File: config.mk
export PLATFORM = sky130hd
export DESIGN_NAME = ptt_timer
export DESIGN_NICKNAME = d
export VERILOG_FILES = /design/src/ptt_timer.v
export VERILOG_INCLUDE_DIRS = /design/src
export SDC_FILE = /design/constraint.sdc
export NUM_CORES = 1
export LEC_CHECK = 0
export BUFFER_PORTS_ARGS = -buffer_cell sky130_fd_sc_hd__clkbuf_2
export CORE_ASPECT_RATIO = 2
export CORE_UTILIZATION = 51
export DETAILED_ROUTE_END_ITERATION = 7
export GPL_TIMING_DRIVEN = 0
export MAX_ROUTING_LAYER = met4
export PLACE_DENSITY = 0.76
export SYNTH_ARGS = -nofsm -noshare
export SYNTH_HDL_FRONTEND = slang
export SYNTH_SLANG_ARGS = --single-unit
File: constraint.sdc
create_clock -name hclk -period 4.69 [get_ports hclk]
set_input_delay 0.2345 -clock hclk [delete_from_list [all_inputs] [get_ports hclk]]
set_output_delay 0.2345 -clock hclk [all_outputs]
set_load 0.01 [all_outputs]
File: src/ptt_defines.vh
// register offsets, field positions, reset values for the periodic tick timer
`ifndef PTT_DEFINES_VH
`define PTT_DEFINES_VH
`define PTT_OFF_CTRL 4'h0
`define PTT_OFF_PERIOD 4'h4
`define PTT_OFF_CURRENT 4'h8
`define PTT_OFF_STATUS 4'hC
`define PTT_OFF_MASK 5'h10
`define PTT_CTRL_EN 0
`define PTT_CTRL_INTEN 1
`define PTT_PERIOD_RST 25'h1000000
`define PTT_CNT_W 24
`define PTT_PER_W 25
`endif

File: src/ptt_timer.v
// periodic tick timer with an AHB-Lite register slave
// Operation
// - disabled timer stops, holds its count, raises no wrap events
// - enabling resumes from the held count without reload
// - any write to current count clears it; reload follows next clock
// - if disabled at that write, reload happens first clock after enable
// - each rollover of the running counter produces a wrap event
// - interrupt enable and mask bit together gate the wrap event onto the interrupt
// - pending interrupt clears automatically on handler entry
// - writing period does not disturb count; used at next reload
// - reading period returns programmed wrap interval in clocks
// - after a reload, current count reads between zero and period minus one
`timescale 1ns/1ps
`default_nettype none
`include "ptt_defines.vh"
module ptt_timer (
    input wire hclk,
    input wire hresetn,
    input wire clk_en,
    input wire hsel,
    input wire [31:0] haddr,
    input wire [1:0] htrans,
    input wire hwrite,
    input wire [2:0] hsize,
    input wire [31:0] hwdata,
    input wire hready,
    output reg hreadyout,
    output reg hresp,
    output reg [31:0] hrdata,
    input wire handler_entry,
    output reg irq
);
    // ----------------------------------------------------------------
    // state
    // ----------------------------------------------------------------
    reg en_q;
    reg inten_q;
    reg [`PTT_PER_W-1:0] period_q;
    reg [`PTT_CNT_W-1:0] count_q;
    reg reload_pend_q;
    reg status_q;
    reg mask_q;
    reg dp_wr_q;
    reg [4:0] dp_addr_q;
    wire addr_ok;
    wire addr_hi_ok;
    wire take;
    wire wr_ctrl;
    wire wr_period;
    wire wr_current;
    wire wr_status;
    wire wr_mask;
    wire wrap;
    wire [`PTT_CNT_W-1:0] reload_val;
    wire irq_d;
    reg [31:0] rdata_d;

    // ----------------------------------------------------------------
    // bus decode
    // ----------------------------------------------------------------
    assign take = hsel & hready & htrans[1];
    assign addr_ok = (haddr[1:0] == 2'h0);
    // upper address bits must be zero, so 0x20 and above do not alias the map
    assign addr_hi_ok = (haddr[31:5] == 27'h0000000);
    assign wr_ctrl = dp_wr_q & (dp_addr_q == {1'b0, `PTT_OFF_CTRL});
    assign wr_period = dp_wr_q & (dp_addr_q == {1'b0, `PTT_OFF_PERIOD});
    assign wr_current = dp_wr_q & (dp_addr_q == {1'b0, `PTT_OFF_CURRENT});
    assign wr_status = dp_wr_q & (dp_addr_q == {1'b0, `PTT_OFF_STATUS});
    assign wr_mask = dp_wr_q & (dp_addr_q == `PTT_OFF_MASK);

    // address phase captured; slave answers with zero wait states
    always @(posedge hclk or negedge hresetn) begin
        if (!hresetn) begin
            dp_wr_q <= 1'b0;
            dp_addr_q <= 5'h00;
            hreadyout <= 1'b1;
            hresp <= 1'b0;
        end else if (clk_en) begin
            dp_wr_q <= take & hwrite & addr_ok & addr_hi_ok;
            dp_addr_q <= haddr[4:0];
            hreadyout <= 1'b1;
            hresp <= 1'b0;
        end
    end

    // ----------------------------------------------------------------
    // counter
    // ----------------------------------------------------------------
    // a period of 2^24 reloads as 0xFFFFFF, which counts the full 2^24 clocks
    assign reload_val = period_q[`PTT_CNT_W-1:0] - 24'h000001;
    assign wrap = en_q & ~reload_pend_q & (count_q == 24'h000000);

    always @(posedge hclk or negedge hresetn) begin
        if (!hresetn) begin
            en_q <= 1'b0;
            inten_q <= 1'b0;
            period_q <= `PTT_PERIOD_RST;
            count_q <= 24'h000000;
            reload_pend_q <= 1'b0;
        end else if (clk_en) begin
            if (wr_ctrl) begin
                en_q <= hwdata[`PTT_CTRL_EN];
                inten_q <= hwdata[`PTT_CTRL_INTEN];
            end
            // new period waits for next reload
            if (wr_period) begin
                period_q <= hwdata[`PTT_PER_W-1:0];
            end
            if (wr_current) begin
                count_q <= 24'h000000;
                reload_pend_q <= 1'b1;
            end else if (en_q) begin
                if (reload_pend_q || count_q == 24'h000000) begin
                    count_q <= reload_val;
                    reload_pend_q <= 1'b0;
                end else begin
                    count_q <= count_q - 24'h000001;
                end
            end
        end
    end

    // ----------------------------------------------------------------
    // interrupt: sticky status, set wins over clear
    // ----------------------------------------------------------------
    assign irq_d = status_q & mask_q & inten_q;
    always @(posedge hclk or negedge hresetn) begin
        if (!hresetn) begin
            status_q <= 1'b0;
            mask_q <= 1'b0;
            irq <= 1'b0;
        end else if (clk_en) begin
            if (wrap) begin
                status_q <= 1'b1;
            end else if (handler_entry || (wr_status && hwdata[0])) begin
                status_q <= 1'b0;
            end
            if (wr_mask) begin
                mask_q <= hwdata[0];
            end
            irq <= irq_d & ~handler_entry;
        end
    end

    // ----------------------------------------------------------------
    // read data
    // ----------------------------------------------------------------
    always @* begin
        rdata_d = 32'h00000000;
        case (haddr[4:0])
            {1'b0, `PTT_OFF_CTRL}: rdata_d = {30'h0, inten_q, en_q};
            {1'b0, `PTT_OFF_PERIOD}: rdata_d = {7'h00, period_q};
            {1'b0, `PTT_OFF_CURRENT}: rdata_d = {8'h00, count_q};
            {1'b0, `PTT_OFF_STATUS}: rdata_d = {31'h0, status_q};
            `PTT_OFF_MASK: rdata_d = {31'h0, mask_q};
            default: rdata_d = 32'h00000000;
        endcase
        if (!addr_hi_ok) begin
            rdata_d = 32'h00000000;
        end
    end

    always @(posedge hclk or negedge hresetn) begin
        if (!hresetn) begin
            hrdata <= 32'h00000000;
        end else if (clk_en && take && !hwrite) begin
            hrdata <= rdata_d;
        end
    end
endmodule
`default_nettype wire

==> metrics.md <==
| Metric | Value |
|---|---|
| Status | `completed` |
| Final RePlAce weighted congestion | `1.01` |
| VDD IR-drop max | `0.223 mV` |
| Post-DRT Antenna Nets | `0` |
| Initial antenna violation count | `0` |
| Clock Path Buffers | `2` |
| Die Y | `144 µm` |
| Type of the worst setup path | `reg -> reg` |
| Final Non-Filler Cells | `795` |
| CP Capture Type | `flop` |
| Total number of vias | `4,916` |
| CP Buf/Inv Count | `4` |
| Synth Cell Area | `5110 µm²` |
| Fillers | `861` |
| RSZ-0062 raised after global routing | `no` |
| Initial DRC Count | `429` |
| Sequential-to-total area share from yosys stat | `42.1%` |
| Yosys cell types | `68` |
| Seq. cell area | `2150 µm²` |
| Boundary Pins | `111` |
| Max incr delay on CP | `0.64 ns` |
| Top cells by area, synth | `dfrtp_1, mux2_2, o21ai_0, nand2_1, a22oi_1` |
| DP Wirelength | `11,500 µm` |
| Layout cell share with drive strength beyond 1 | `26.4%` |
| Initial Util | `52.4%` |
| Fmax | `280 MHz` |
| Post-CTS Setup Repair Bufs | `0` |
| HP Class | `in -> reg` |
| CTS tree | `built` |
| Area fraction of the dominant cell type after synthesis | `41.6%` |
| Clock Latency Late Sink | `0.35 ns` |
| Final Setup Violations | `0` |
| Gate count of the mapped netlist | `550` |
| Multi-input logic area | `2730 µm²` |
| Clock Skew | `0.00717 ns` |
| Critical Path Start Type | `flop` |
| CP max-delay cell | `or4_1` |
| CTS Root Cell | `clkbuf_16` |
| Die area | `10,500 µm²` |
| Pin count of the biggest net entering global routing | `56` |
| Pwr/cell area | `286 nW/µm²` |
| CP max FO | `10` |
| CP Cell Sequence | `or4_1 > nor4_4 > a31o_2 > buf_2 > buf_2 > buf_2 > buf_2 > nor3_1 > o21ai_0 > o21ai_0` |
| DRT Pass-1 Iters | `6` |
| Post-synth top cells | `dfrtp_1, nand2_1, o21ai_0` |
| Htree depth | `3` |
| NumNets Final | `734` |
| Max Cap Violations | `0` |
| Final Util | `62.3%` |
| Dpl cells | `778` |
| Critical path arrival | `3.79 ns` |
| Slew of the pin with the lowest slew margin | `0.858 ns` |
| Slew Limit Fails | `0` |
| Final hold viol count | `0` |
| Slew HR | `42.4%` |
| Most area-hungry cell type in the Yosys netlist | `dfrtp_1` |
| Avg Vias per Cell | `6.18` |
| CTS Buf Count | `9` |
| Inserted Diodes | `0` |
| Tot Pwr | `1.74 mW` |
| I/O Buffers | `88` |
| Register bit count reported by yosys | `86` |
| Most frequent cell after synthesis | `dfrtp_1` |
| # DRC | `0` |
| Worst path most repeated cell | `buf_2` |
| Setup TNS | `0 ns` |
| Die W | `72.8 µm` |
| Routed WL | `15,500 µm` |
| Std-Cell Rows | `51` |
| CORE AREA | `9760 µm²` |
| Asr flop ratio synth | `100%` |
| Final min period | `3.57 ns` |
| Period utilization | `76.2%` |
| Synth Area per Inst | `9.30 µm²` |
| Clk sinks | `86` |
| Per-cell routed wire length | `19.5 µm` |
| Total grt overflow | `0` |
| Tot GR Track Use | `31.4%` |
| Top delay family on crit path | `simple AND/OR/NAND/NOR gates` |
| First-pass GRT wire length | `23,800 µm` |
| Main flop type after synthesis | `dfrtp_1` |
| Critical path required time | `4.91 ns` |
| Post-synth EDFFs | `0` |
| Leak | `2.73 nW` |
| Ys Warns | `0` |
| Number of global-route vias before repair | `4,797` |
| Area grow syn2layout | `19.0%` |
| CTS clk-pin slew, worst paths | `0.07 ns` |
==> sequential cells by signal (all words and copies together), names as in the netlist <==
| name | cells |
|---|---|
| hrdata | 25 |
| period_q | 25 |
| count_q | 24 |
| dp_addr_q | 5 |
| dp_wr_q | 1 |
| en_q | 1 |
| inten_q | 1 |
| irq | 1 |
| mask_q | 1 |
| reload_pend_q | 1 |
| status_q | 1 |
==> layout make-up <==
type                       count  area share, %
clock inverter                 6           1.13
timing repair buffer          90           7.90
multi-input combinational    417           44.9
sequential                    86           35.4
inverter                      12          0.741
buffer                        42           3.41
clock buffer                  10           3.76
tap                          132           2.72
==> cells by family after synthesis <==
logic type / Yosys count / share of synthesized area (%)
compound gates: 150 / 19.6
xor+xnor: 7 / 1.20
buf+inv: 54 / 4.94
flops: 86 / 42.1
mux: 52 / 11.6
other cells: 2 / 0.147
simple gates: 199 / 20.4
==> final timing paths <==
kind                                            end  slack [ns]  depth (start not counted)                     from
min in group asynchronous   period_q[5]$_DFFE_PN0P_        0.41                          2                  hresetn
min reg2reg                   hrdata[2]$_DFFE_PN0P_        0.48                          2    hrdata[2]$_DFFE_PN0P_
max                         count_q[11]$_DFFE_PN0P_        1.12                         10  count_q[12]$_DFFE_PN0P_
max reg2reg                 count_q[11]$_DFFE_PN0P_        1.12                         10  count_q[12]$_DFFE_PN0P_
min                        period_q[19]$_DFFE_PN0P_        0.11                          2               hwdata[19]
max in group asynchronous  period_q[24]$_DFFE_PN1P_        3.59                          3                  hresetn
==> where the power goes <==
part	internal, mW	leakage, nW	switching (mW)
clock	0.417	0.143	0.305
combinational	0.0871	1.46	0.125
sequential	0.770	1.12	0.0364
==> cell usage in the layout (no fill, tap or decap), types with 6 or more instances in the layout <==
master     instances
buf_2              7
inv_1             12
nand2_1           59
mux2_2            40
a22oi_1           26
nor4_1            15
a211oi_1           6
nand3_1           10
buf_4              9
nor2_1            45
clkbuf_1          26
conb_1             9
nor3_1            13
o21ai_0           49
or3_1             15
a31oi_1           10
dfrtp_1           85
a21oi_1           16
a22o_1             6
clkbuf_2          87
clkbuf_16          9
mux2i_1           10
==> through the flow <==
step | worst slack (ns) | hold slack, ns | instance area, µm²
6_report | 1.12 | 0.114 | 6080
5_1_grt | 0.963 | 0.119 | 6080
4_1_cts | 1.16 | 0.111 | 6080
3_5_place_dp | 1.15 | 0.243 | 5770
3_3_place_gp | 1.26 | 0.466 | 5740
2_1_floorplan | 1.63 | -0.0611 | 5140
==> repair_timing <==
action                                 CTS  global route
gates resized for setup                  0             0
hold buffers                             1             0
setup endpoints to repair                0             0
endpoints found under the hold margin   31             0
==> metal layers <==
layer	global-route usage (%)	vias to the layer above	routed length (µm)
met5	-	-	0
met3	4.35	57	933
li1	-	2242	-
met2	55.6	245	8440
met1	31.0	2372	5290
met4	21.5	0	827
Note: power is estimated with default switching activity, not from simulation.
